$ cat config.mk
export PLATFORM = sky130hd
export DESIGN_NAME = tile_config_status_regs
export DESIGN_NICKNAME = d
export VERILOG_FILES = /design/src/hdl/tile_config_status_regs.v /design/src/hdl/tx_clk_div.v
export VERILOG_INCLUDE_DIRS = /design/src /design/src/hdl
export SDC_FILE = /design/constraint.sdc
export NUM_CORES = 1
export LEC_CHECK = 0
export BUFFER_PORTS_ARGS = -buffer_cell sky130_fd_sc_hd__buf_2
export CORE_MARGIN = 2
export CORE_UTILIZATION = 54
export DETAILED_ROUTE_END_ITERATION = 7
export PLACE_DENSITY = 0.76
export SLEW_MARGIN = 20
export SYNTH_ARGS = -nofsm -noshare
export SYNTH_HDL_FRONTEND = slang
export SYNTH_SLANG_ARGS = --single-unit
$ cat constraint.sdc
create_clock -name clk -period 2.4 [get_ports clk]
set_clock_uncertainty 0.05 [all_clocks]
set_input_delay 0.48 -clock clk [delete_from_list [all_inputs] [get_ports clk]]
set_output_delay 0.48 -clock clk [all_outputs]
set_load 0.05 [all_outputs]
$ cat src/hdl/tile_cfg_map.vh
// register map, field positions and reset values of the tile configuration bank
`ifndef TILE_CFG_MAP_VH
`define TILE_CFG_MAP_VH
`define REG_TILE_CONTROL 8'h02
`define REG_TILE_BOOT_STATUS 8'h03
`define REG_BRK_BASE 8'h9c
`define BRK_COUNT 4
`define PS_RES_TYPE 8'h0b
`define NO_REPLY_LOW 8'hff
`define CTL_DELAY_HI 25
`define CTL_DELAY_LO 18
`define CTL_DIV_HI 17
`define CTL_DIV_LO 9
`define CTL_ETH_EN 8
`define CTL_DYN 5
`define CTL_DIV_EN 4
`define CTL_UTMI 2
`define CTL_ULPI_EN 1
`define CTL_WMASK 32'h03ff_ff36
`define CTL_RESET 32'h0000_0000
`define BRK_WMASK 32'h00ff_0003
`define BRK_RESET 32'h0000_0000
`define BOOT_MASK 32'h00ff_013f
`endif

$ cat src/hdl/tile_config_status_regs.v
// tile configuration and status register bank
// Behaviour
// RULE1: requester sends upper 24 reply channel-end bits: node id and channel.
// RULE2: write with reply id low byte all ones gets no reply.
// RULE3: multi-byte data travels most significant byte first.
// RULE4: resource id is register number shifted left 8, ORed with 0x0b.
// RULE5: control bits 25:18 hold transmit data delay, reset zero.
// RULE6: transmit clock rises at divider field, falls at field shifted right.
// RULE7: control bit 8 enables ethernet peripheral ports, resets zero.
// RULE8: bit 5 set makes divider act only while all active threads pause.
// RULE9: control bit 4 enables low-power clock division, resets zero.
// RULE10: control bit 2 selects utmi when one, ulpi when zero.
// RULE11: control bit 1 enables ulpi hardware support.
// RULE12: boot status is read-only with processor number in bits 23:16.
// RULE13: boot status flags at bits 8,5,4,3,2 and pll mode in 1:0.
// RULE14: breakpoint bits 23:16 enable it per thread, reset zero.
// RULE15: breakpoint bit 1 picks condition a or b, resets zero.
// RULE16: breakpoint bit 0 enables the instruction breakpoint, resets zero.
// RULE17: reserved bits read zero and ignore writes.
`timescale 1ns/1ns
`include "tile_cfg_map.vh"
module tile_config_status_regs (
   input wire clk,
   input wire nrst,
   input wire req_valid,
   input wire req_write,
   input wire [7:0] req_reg,
   input wire [31:0] req_wdata,
   input wire [23:0] req_reply_id,
   input wire [31:0] boot_status_in,
   input wire [7:0] threads_active,
   input wire [7:0] threads_paused,
   output reg rsp_valid,
   output reg [23:0] rsp_reply_id,
   output reg rsp_byte_valid,
   output reg [7:0] rsp_byte,
   output reg rsp_last,
   output reg [7:0] tx_delay,
   output reg eth_ports_en,
   output reg lp_clk_div_active,
   output reg utmi_sel,
   output reg ulpi_en,
   output reg tx_clk,
   output reg [31:0] brk_ctrl_flat
);
   reg [31:0] ctl_reg;
   reg [31:0] boot_s1_reg;
   reg [31:0] boot_reg;
   reg [7:0] act_s1_reg;
   reg [7:0] act_reg;
   reg [7:0] pau_s1_reg;
   reg [7:0] pau_reg;
   reg [31:0] brk_reg [0:`BRK_COUNT-1];
   reg [31:0] rdata_next;
   reg [31:0] shift_reg;
   reg [2:0] bcount_reg;
   reg hit;
   wire tx_clk_raw;
   wire all_paused;
   wire div_run;
   integer i;
   reg [1:0] state_reg;
   wire wr_ctl;
   wire no_reply;
   wire rd_hit;
   wire req_take;
   localparam [1:0] st_idle = 2'b01;
   localparam [1:0] st_send = 2'b10;
   // two-flop capture of the boot pins
   always @(posedge clk or negedge nrst) begin
      if (!nrst) begin
         boot_s1_reg <= 32'h0000_0000;
         boot_reg <= 32'h0000_0000;
      end else begin
         boot_s1_reg <= boot_status_in;
         boot_reg <= boot_s1_reg & `BOOT_MASK; // RULE13
      end
   end
   // two-flop capture of the active thread mask
   always @(posedge clk or negedge nrst) begin
      if (!nrst) begin
         act_s1_reg <= 8'h00;
         act_reg <= 8'h00;
      end else begin
         act_s1_reg <= threads_active;
         act_reg <= act_s1_reg;
      end
   end
   // two-flop capture of the paused thread mask
   always @(posedge clk or negedge nrst) begin
      if (!nrst) begin
         pau_s1_reg <= 8'h00;
         pau_reg <= 8'h00;
      end else begin
         pau_s1_reg <= threads_paused;
         pau_reg <= pau_s1_reg;
      end
   end
   assign all_paused = ((act_reg & ~pau_reg) == 8'h00);
   assign div_run = ctl_reg[`CTL_DIV_EN] & (~ctl_reg[`CTL_DYN] | all_paused); // RULE8 RULE9
   assign wr_ctl = req_valid & req_write & (req_reg == `REG_TILE_CONTROL);
   assign no_reply = req_write & (req_reply_id[7:0] == `NO_REPLY_LOW); // RULE2
   assign rd_hit = ~req_write & hit;
   assign req_take = req_valid & ~no_reply; // RULE2
   // read mux
   always @* begin
      rdata_next = 32'h0000_0000;
      hit = 1'b0;
      if (req_reg == `REG_TILE_CONTROL) begin
         rdata_next = ctl_reg & `CTL_WMASK; // RULE17
         hit = 1'b1;
      end else if (req_reg == `REG_TILE_BOOT_STATUS) begin
         rdata_next = boot_reg; // RULE12
         hit = 1'b1;
      end
      for (i = 0; i < `BRK_COUNT; i = i + 1) begin
         if (req_reg == (`REG_BRK_BASE + i[7:0])) begin
            rdata_next = brk_reg[i] & `BRK_WMASK;
            hit = 1'b1;
         end
      end
   end
   // control register
   always @(posedge clk or negedge nrst) begin
      if (!nrst)
         ctl_reg <= `CTL_RESET;
      else if (wr_ctl)
         ctl_reg <= req_wdata & `CTL_WMASK; // RULE5 RULE7 RULE10 RULE11 RULE17
   end
   // breakpoint registers
   genvar g;
   generate
      for (g = 0; g < `BRK_COUNT; g = g + 1) begin : brk
         wire wr_sel;
         assign wr_sel = req_valid & req_write & ({24'h00_0000, req_reg} == (`REG_BRK_BASE + g));
         always @(posedge clk or negedge nrst) begin
            if (!nrst)
               brk_reg[g] <= `BRK_RESET;
            else if (wr_sel)
               brk_reg[g] <= req_wdata & `BRK_WMASK; // RULE14 RULE15 RULE16
         end
      end
   endgenerate
   // reply: header pulse then four data bytes msb first on reads of a mapped register
   always @(posedge clk or negedge nrst) begin
      if (!nrst) begin
         state_reg <= st_idle;
         rsp_valid <= 1'b0;
         rsp_reply_id <= 24'h00_0000;
         rsp_byte_valid <= 1'b0;
         rsp_byte <= 8'h00;
         rsp_last <= 1'b0;
         shift_reg <= 32'h0000_0000;
         bcount_reg <= 3'h0;
      end else begin
         rsp_valid <= 1'b0;
         rsp_byte_valid <= 1'b0;
         rsp_last <= 1'b0;
         case (state_reg)
            st_idle: begin
               if (req_take) begin // RULE2
                  rsp_valid <= 1'b1;
                  rsp_reply_id <= req_reply_id; // RULE1
                  rsp_last <= ~rd_hit;
                  if (rd_hit) begin
                     shift_reg <= rdata_next;
                     bcount_reg <= 3'h4;
                     state_reg <= st_send;
                  end
               end
            end
            st_send: begin
               rsp_byte_valid <= 1'b1;
               rsp_byte <= shift_reg[31:24]; // RULE3
               shift_reg <= {shift_reg[23:0], 8'h00};
               rsp_last <= (bcount_reg == 3'h1);
               bcount_reg <= bcount_reg - 3'h1;
               if (bcount_reg == 3'h1)
                  state_reg <= st_idle;
            end
            default: begin
               state_reg <= st_idle;
               bcount_reg <= 3'h0;
            end
         endcase
      end
   end
   tx_clk_div u_div (
      .clk(clk),
      .nrst(nrst),
      .enable(ctl_reg[`CTL_ETH_EN]),
      .div_value(ctl_reg[`CTL_DIV_HI:`CTL_DIV_LO]),
      .tx_clk(tx_clk_raw)
   );
   // registered control outputs
   always @(posedge clk or negedge nrst) begin
      if (!nrst) begin
         tx_delay <= 8'h00;
         eth_ports_en <= 1'b0;
         lp_clk_div_active <= 1'b0;
         utmi_sel <= 1'b0;
         ulpi_en <= 1'b0;
      end else begin
         tx_delay <= ctl_reg[`CTL_DELAY_HI:`CTL_DELAY_LO]; // RULE5
         eth_ports_en <= ctl_reg[`CTL_ETH_EN]; // RULE7
         lp_clk_div_active <= div_run; // RULE8
         utmi_sel <= ctl_reg[`CTL_UTMI]; // RULE10
         ulpi_en <= ctl_reg[`CTL_ULPI_EN]; // RULE11
      end
   end
   // transmit clock retimed onto the output flop
   always @(posedge clk or negedge nrst) begin
      if (!nrst)
         tx_clk <= 1'b0;
      else
         tx_clk <= tx_clk_raw;
   end
   // thread enable bytes of all breakpoints
   always @(posedge clk or negedge nrst) begin
      if (!nrst)
         brk_ctrl_flat <= 32'h0000_0000;
      else
         brk_ctrl_flat <= {brk_reg[3][23:16], brk_reg[2][23:16],
                           brk_reg[1][23:16], brk_reg[0][23:16]}; // RULE14
   end
endmodule // tile_config_status_regs

$ cat src/hdl/tx_clk_div.v
// transmit clock divider counting on the pll clock
`timescale 1ns/1ns
module tx_clk_div (
   input wire clk,
   input wire nrst,
   input wire enable,
   input wire [8:0] div_value,
   output reg tx_clk
);
   reg [8:0] count_reg;
   always @(posedge clk or negedge nrst) begin
      if (!nrst) begin
         count_reg <= 9'h000;
         tx_clk <= 1'b0;
      end else if (!enable) begin
         count_reg <= 9'h000;
         tx_clk <= 1'b0;
      end else begin
         if (count_reg >= div_value)
            count_reg <= 9'h000;
         else
            count_reg <= count_reg + 9'h001;
         if (count_reg == div_value)
            tx_clk <= 1'b1; // RULE6
         else if (count_reg == (div_value >> 1))
            tx_clk <= 1'b0; // RULE6
      end
   end
endmodule // tx_clk_div
* Word-level counts from Yosys, hierarchy flattened
Index checks and enable logic that the tools add are counted.
** Word-level totals
- Flip-flop bits (word level) :: 260
- Input port bits :: 116
- Output and inout port bits :: 80
- Word-level logic and storage cells :: 102
** Cells by class
- Add/sub/neg operators :: 2
- Magnitude comparators :: 1
- Equal/unequal tests :: 16
- Multiplexer cells :: 32
- Bitwise operators :: 17
- Reductions and logical operators :: 6
** Operators with widths (count)
- $mux 32 :: 6
- $pmux 32 s2 :: 1
- $eq 8x8->1 const B :: 5
- $mux 26 :: 1
- $mux 24 :: 1
- $mux 9 :: 2
- $eq 8x2->1 const B :: 2
- $mux 1 :: 13
- $and 1x1->1 :: 10
- $add 9x1->9 const B :: 1
- $eq 9x8->1 :: 1
- $eq 9x9->1 :: 1
- $ge 9x9->1 :: 1
- $and 8x8->8 :: 1
- $logic_not 8->1 :: 1
- $not 8->8 :: 1
- $mux 2 :: 3
- $mux 3 :: 2
- $ne 2x2->1 const B :: 3
- $pmux 3 s2 :: 1
- $reduce_and 3->1 :: 2
- $not 1->1 :: 4
- $pmux 2 s2 :: 1
- $reduce_and 2->1 :: 2
- other kinds (8) :: 8

* Logic depth before layout (Yosys ltp)
Gate-level depths: netlist of run 1.
- Depth in word-level cells :: 11
- Gate-level depth with buffers :: 9
- Depth with buffers taken out :: 7

* Cells and area by module
A second synthesis of run 1 with hierarchy kept.
** Unflattened totals
- Cell total of the unflattened synthesis :: 678
- Area, all modules :: 9432.8 um^2
** Modules (own cells, without submodules)
- tile_config_status_regs :: times used 1, cells each 595, area each 8667.1 um^2, seq. area each 5982.0 um^2
- tx_clk_div :: times used 1, cells each 83, area each 765.7 um^2, seq. area each 250.2 um^2

* Worst setup path after synthesis of run 1
OpenSTA, ideal clock, no wires.
- Path kind :: reg2reg
- Start :: reg state_reg[0]
- End :: reg shift_reg[10]
- Library setup time :: 126 ps
- Arrival time :: 1963 ps
- Required time :: 2224 ps
- Slack :: 261 ps
- Cell stages (with the launch flop) :: 9
- Path buffers :: 3
- Clock period less this slack :: 2139 ps
- Cell sequence :: dfstp_2 ha_1 clkbuf_1 nor3b_1 a2bb2oi_1 buf_2 buf_4 a221oi_1 nor2_1
** Between the ends
- Word-level cells in the longest chain between the ends :: 3
- Elaborated cells on any way between the ends :: 7
- Those cells by class :: 4 x eq/ne; 1 x mux; 2 x reduce/logical
** RTL lines
- start: declaration :: line tile_config_status_regs.v:62 : reg [1:0] state_reg;
- start signal: assignment :: line tile_config_status_regs.v:147 : state_reg <= st_idle;
- start signal: assignment :: line tile_config_status_regs.v:168 : state_reg <= st_send;
- start signal: assignment :: line tile_config_status_regs.v:179 : state_reg <= st_idle;
- $eq 2x1->1 or $eq 2x2->1 (tied branches) :: line tile_config_status_regs.v:159 : case (state_reg)
- $ne 2x2->1 (no line) or $reduce_bool 2->1 (tied branches)
- $reduce_and 3->1 (no line)
- end signal: assignment :: line tile_config_status_regs.v:166 : shift_reg <= rdata_next;
- end signal: assignment :: line tile_config_status_regs.v:175 : shift_reg <= {shift_reg[23:0], 8'h00};
- end: declaration :: line tile_config_status_regs.v:55 : reg [31:0] shift_reg;
Parallel ways exist; a longest one is shown, timed or not.
A chain may end at the register's enable or synchronous reset.

* Worst setup path in the final report of run 1
- Start :: reg state_reg[0]
- End :: reg shift_reg[2]
The elaborated chain is that of the path after synthesis.

==> results of run 1 <==
## synthesized netlist by cell type (9+ instances only)
cell	instances
a21oi_1	27
a221oi_1	10
a22o_1	12
and3_1	9
buf_2	10
dfrtp_1	248
ha_1	14
inv_1	26
mux2_2	78
mux2_4	20
mux2i_1	9
nand2_1	23
nor2_1	38
o21ai_0	20
## final timing paths
path	to	slack, ps	cells after the start
min in group asynchronous	rsp_reply_id[11]	460	2
hold / removal	boot_s1_reg[0]	10	1
max in group asynchronous	brk_reg[21]	1090	3
hold reg to reg	act_reg[4]	300	0
setup / recovery	shift_reg[2]	350	6
setup reg to reg	shift_reg[2]	350	6
## metal layers
metal	GRT usage, %	share of wire (%)	vias to the layer above
met2	36.7	47	274
met3	5.04	7.6	56
met5	0	0	-
met1	31.5	42	3110
met4	8.45	3.1	0
li1	-	-	2792
## worst register-to-register path: stages (launching register included)
cell	delay (ps)
dfstp_2	540
ha_1	160
nor3b_1	430
a2bb2oi_2	120
buf_4	250
a221oi_1	290
nor2_1	80
## cell type report
type                    count  share of cell area (%)
repair buffers            206                    10.2
multi-input cells         368                    26.0
flip-flops and latches    249                    53.5
clock inverters             6                   0.934
clock buffers              39                    6.25
well taps                 225                    2.41
inverters                  26                   0.837
## metrics by stage
| stage | util [%] | hold WS [ps] | instances | total power, uW |
|---|---|---|---|---|
| after CTS | 67.5 | 1.43 | 1117 | 10100 |
| after global routing | 67.6 | 0.168 | 1119 | 10400 |
| after floorplan | - | 134 | 670 | 5670 |
| final | 67.6 | 13.5 | 1119 | 10000 |
| after global placement | 62.5 | 283 | 1069 | 6120 |
| after detailed placement | 62.5 | 285 | 1069 | 6180 |
## power groups by stage
stage / combinational [uW] / sequential (uW) / clock, uW
global route: 1510 / 4730 / 4180
detailed placement: 1420 / 4760 / 0
CTS: 1430 / 4690 / 4000
floorplan: 414 / 5260 / 0
finish: 1420 / 4690 / 3910
global placement: 1380 / 4740 / 0
## cells by family (layout without fill, tap and decap cells)
kind of cell,after synthesis,in the layout,synth area share [%]
XOR/XNOR,15,15,1.38
AO/OA/AOI/OAI,111,111,8.27
adder cells (fa/ha/maj),14,14,1.84
multiplexers,107,107,13.4
flip-flops,249,249,65.6
buffers and inverters,53,277,2.58
AND/OR/NAND/NOR,121,121,6.95
==> metrics.cfg, run 1 <==
[worst_setup_path]
crit_path_top_delay_cell = dfstp_2
critPathMaxFanout = 29
timing.rr.start = state_reg[0]
startpoint_type = register
critPathLaunch = state_reg[0]
max_stage_delay_ps = 540
worst_ep_arrival_time_ps = 2390
crit_buf_inv = 1
cp_top_family = flip-flops
worstSetupPathType = reg2reg
crit_chain = ha_1 > nor3b_1 > a2bb2oi_2 > buf_4 > a221oi_1 > nor2_1
cp_data_required_time_ps = 2740
endpoint_kind = register

[finish]
nets = 1006
diodes = 0
syn2layout_area_growth_pct = 22.7
layout-drive-gt1-share_pct = 39.1
final_cell_mix = 248 x dfrtp_1, 168 x buf_2, 78 x mux2_2
largest_register_ffs = 40
regArea_mm2 = 0.00623
final_cell_area_mm2 = 0.0117
final_common_cell = dfrtp_1
n_fill_cell = 1243
multi_input_area_mm2 = 0.00303

[clock_tree]
cts_resized = 0
post_cts_buffers = 0
cts-root-buf = clkbuf_16
cts_sinks = 249
clkTransAtPathRegs_ps = 60
cts_htree_levels = 1
holdBufCountCts = 3
cts_tree = built
clk_latency_ps = 530
cts_buffer_depth = 3
numCtsBuffers = 25

[place]
port_buffers = 169
pre_cts_ws_ps = 25.8
gp_congestion = 0.836
placed_area_mm2 = 0.0108
dp_hpwl_um = 14800

[floorplan]
initial_utilization_pct = 55.1
pin_count = 196
die_x_um = 137
core_mm2 = 0.0172
fp.dieH_um = 137
row_count = 48
dieArea_mm2 = 0.0187

[power_and_ir_drop]
max-vdd-ir-drop_v = 0.000797
power_density_mw_per_mm2 = 859
p_seq_share_pct = 46.8
p_clk_share_pct = 39.0
p_leak_uw = 0.00588
swShare_pct = 26.4
power.switching_uw = 2650
internal_power_uw = 7370
pwr-share-comb_pct = 14.2

[timing]
worst_slack_ps = 351
final.period_utilization_pct = 85.4
min_period_ps = 2050
tns_ps = 0
maxSlewViolCount = 0
finalSetupViolations = 0
hold_violations = 0
rsz0062_at_grt = no
fmax_ghz = 0.488
relSlewSlack_pct = 51.0
worstMarginPinSlew_ps = 735

[route]
routedWlPerCell_um = 18.6
firstDrtPassIters = 5
vias = 6232
vias_per_cell = 5.57
ant_nets = 0
routed_wirelength_um = 20800
drt_iter0_drc = 424
drc = 0

[grt]
antenna_found_initial = 0
grt_max_degree = 76
grt_pass1_vias = 6481
grt-ovfl-total = 0
grt_use_total_pct = 23.1
grt_pass1_wl_um = 33600

[synth]
ys.flop_type = dfrtp_1
syn-cell-area_mm2 = 0.00950
ys_async_sr_fraction_pct = 100
ys_seq_elements = 249
syn_inst = 670
synth_area_per_cell_um2 = 14.2
synth.largest_area_cell = dfrtp_1
synth_cell_type_count = 61
ys_warn_count = 0
synth_edf_count = 0
synth_fp_nets = 800
yosys-top-cells-area = dfrtp_1 65%, mux2_2 9.2%, mux2_4 3.2%
ys_seq_area_share_pct = 65.6
synth.top_cell.area_share_pct = 65.3

[outcome]
status = finished, final reports clean

[worst_hold_path]
hp-class = in2reg
min_from = boot_status_in[0]

[job]
drv_cap = 0

Note: power is estimated with default switching activity, not from simulation.
==> run 2: changes to the inputs <==
Settings changed: SYNTH_HIERARCHICAL from default to 1.
==> run 2 against run 1 <==
  * Clock power about the same
  * Largest power group unchanged
  * Register-to-register slack better by 90 ps
  * Sequential cell count unchanged
  * Setup slack better by 92 ps
  * Area after synthesis down 0.70%
  * Critical path type unchanged
  * Sequential power about the same
  * Die area down 0.68%
  * Combinational power up 7%
  * Fmax up 4.7%
  * Highest routed layer unchanged
  * Sequential share of layout area up 0.10 points
==> metrics.cfg, run 2 <==
[outcome]
status = finished, final reports clean

[synth]
synth_top_family_by_area = multiplexers
ys_async_sr_fraction_pct = 100  ; unchanged
synth_fp_nets = 808  ; +1.0%
synth_common_cells = 248 x dfrtp_1, 95 x mux2_2, 59 x nor2_1, 29 x inv_1, 25 x nand2_1
synthAdderAreaFrac_pct = 1.86  ; +0.013 points
syn-cell-area_mm2 = 0.00943  ; -0.70%
synth_compound_area_share_pct = 7.83  ; -0.45 points
synth_cell_type_count = 64  ; +4.9%
yosys-top-cells-area = dfrtp_1 66%, mux2_2 11%, nor2_1 2.3%
synth_simple_gate_area_share_pct = 7.59  ; +0.63 points
ys_warn_count = 6  ; +6
synthMuxAreaShare_pct = 13.1  ; -0.30 points
synth_edf_count = 0  ; unchanged
synth_xor_area_share_pct = 1.39  ; +0.0097 points
synth.top_cell.area_share_pct = 65.8  ; +0.46 points
ys_seq_area_share_pct = 66.1  ; +0.46 points
ys.flop_type = dfrtp_1
yosysMostFrequentCell = dfrtp_1
syn_inst = 678  ; +1.2%
synth_area_per_cell_um2 = 13.9  ; -1.9%
synth.largest_area_cell = dfrtp_1
ys_seq_elements = 249  ; unchanged

[timing]
min_period_ps = 1960  ; -92.1 ps
rsz0062_at_grt = no
relSlewSlack_pct = 65.5  ; +15 points
hold_violations = 0  ; unchanged
worstMarginPinSlew_ps = 517  ; -217 ps
fmax_ghz = 0.511  ; +4.7%
maxSlewViolCount = 0  ; unchanged
worst_slack_ps = 443  ; +92.1 ps
hold_slack_ps = 20.7  ; +7.26 ps
final.period_utilization_pct = 81.5  ; -3.8 points
finalSetupViolations = 0  ; unchanged
tns_ps = 0  ; unchanged

[worst_setup_path]
worstSetupPathType = reg2reg
worst_ep_arrival_time_ps = 2270  ; -120 ps
max_stage_delay_ps = 460  ; -80 ps
crit_path_top_delay_cell = o22ai_4
crit_chain = inv_1 > ha_1 > inv_2 > o22ai_4 > mux2i_1 > a31oi_1
critPathMaxFanout = 11  ; -62%
crit_buf_inv = 2  ; +1
cp_data_required_time_ps = 2720  ; -20 ps
cp_top_family = compound AO/OA/AOI/OAI gates
startpoint_type = register
endpoint_kind = register

[finish]
largest_register_ffs = 40  ; unchanged
diodes = 0  ; unchanged
final_common_cell = dfrtp_1
syn2layout_area_growth_pct = 23.4
final_cell_mix = 248 x dfrtp_1, 168 x buf_2, 95 x mux2_2
nets = 1016  ; +0.99%
layout-drive-gt1-share_pct = 39.8  ; +0.63 points

[grt]
grt-ovfl-total = 0  ; unchanged
grt_pass1_vias = 6450  ; -0.48%
grt_use_total_pct = 22.8  ; -0.21 points
grt_pass1_wl_um = 33100  ; -1.6%
grt_max_degree = 71  ; -6.6%
antenna_found_initial = 0  ; unchanged

[route]
firstDrtPassIters = 5  ; unchanged
drt_iter0_drc = 388  ; -8.5%
ant_nets = 0  ; unchanged
vias_per_cell = 5.48  ; -1.5%
drc = 0  ; unchanged
routedWlPerCell_um = 18.3  ; -1.6%
vias = 6197  ; -0.56%
routed_wirelength_um = 20700  ; -0.60%

[clock_tree]
holdBufCountCts = 1  ; -2
clkTransAtPathRegs_ps = 60  ; about the same
cts-root-buf = clkbuf_16
clk_latency_ps = 510  ; -20 ps
cts_buffer_depth = 3  ; unchanged
cts_tree = built
cts_resized = 0  ; unchanged
cts_sinks = 249  ; unchanged
cts_htree_levels = 1  ; unchanged
numCtsBuffers = 25  ; unchanged
post_cts_buffers = 0  ; unchanged

[job]
drv_cap = 0  ; unchanged

[floorplan]
die_x_um = 136  ; -0.34%
dieArea_mm2 = 0.0185  ; -0.68%
core_mm2 = 0.0172  ; -0.35%
row_count = 48  ; unchanged
initial_utilization_pct = 54.9  ; -0.19 points
pin_count = 196  ; unchanged
fp.dieH_um = 136  ; -0.34%

[power_and_ir_drop]
p_leak_uw = 0.00582  ; -1.1%
max-vdd-ir-drop_v = 0.000823  ; +3.2%
power_density_mw_per_mm2 = 874  ; +1.7%

[place]
gp_congestion = 0.904  ; +8.0%
pre_cts_ws_ps = 188  ; +163 ps
port_buffers = 169  ; unchanged
dp_hpwl_um = 14700  ; -1.2%

[worst_hold_path]
hp-class = in2reg

run 2: changes by cell type after synthesis, sizes merged, moves of 5 or more:
cell / delta
a31oi: +6
mux2i: +6
buf: -6
a21oi: -13
a22o: -5
nor2: +21
and3: -8
run 2: cell type report:
class                           count  area [um2]
Multi-Input combinational cell    377        3000
Inverter                           30         113
Tap cell                          225         282
Clock inverter                     13         154
Timing Repair Buffer              203        1160
Clock buffer                       33         696
Fill cell                        1274        5540
Sequential cell                   249        6230
run 2: path summary, 6_finish.rpt:
| kind | slack [ps] | depth (start not counted) | to | start |
|---|---|---|---|---|
| setup / recovery | 440 | 6 | shift_reg[16] | state_reg[0] |
| hold / removal | 20 | 1 | boot_s1_reg[4] | boot_status_in[4] |
| setup reg to reg | 440 | 6 | shift_reg[16] | state_reg[0] |
| hold reg to reg | 300 | 0 | boot_reg[19] | boot_s1_reg[19] |
| max in group asynchronous | 1110 | 3 | ctl_reg[22] | nrst |
| min in group asynchronous | 460 | 2 | rsp_reply_id[9] | nrst |
run 2: per-stage QoR:
stage	utilization [%]	instance area (um2)	std cells	total power [uW]
after global routing	67.8	11600	1130	10600
after floorplan	-	9430	678	5770
after CTS	67.8	11600	1130	10300
after detailed placement	62.7	10800	1083	6300
after global placement	62.7	10800	1083	6230
final	67.8	11600	1130	10200
run 2: cells by family after synthesis:
family	after synthesis
flip-flops	249
AND/OR/NAND/NOR	137
multiplexers	111
AO/OA/AOI/OAI	100
buffers and inverters	52
XOR/XNOR	15
adder cells (fa/ha/maj)	14
run 2: report_power, final:
group | internal, uW | switching, uW | leakage (uW) | total [uW]
Clock | 2370 | 1570 | 0.000409 | 3940
Sequential | 4530 | 176 | 0.00324 | 4710
Combinational | 470 | 1050 | 0.00216 | 1520
run 2: per-layer routing:
layer	vias up	share of wire (%)	GRT usage, %
met5	-	0	0
li1	2809	-	-
met2	243	50	38.7
met3	43	6.6	4.10
met1	3102	41	30.0
met4	0	2.6	7.52
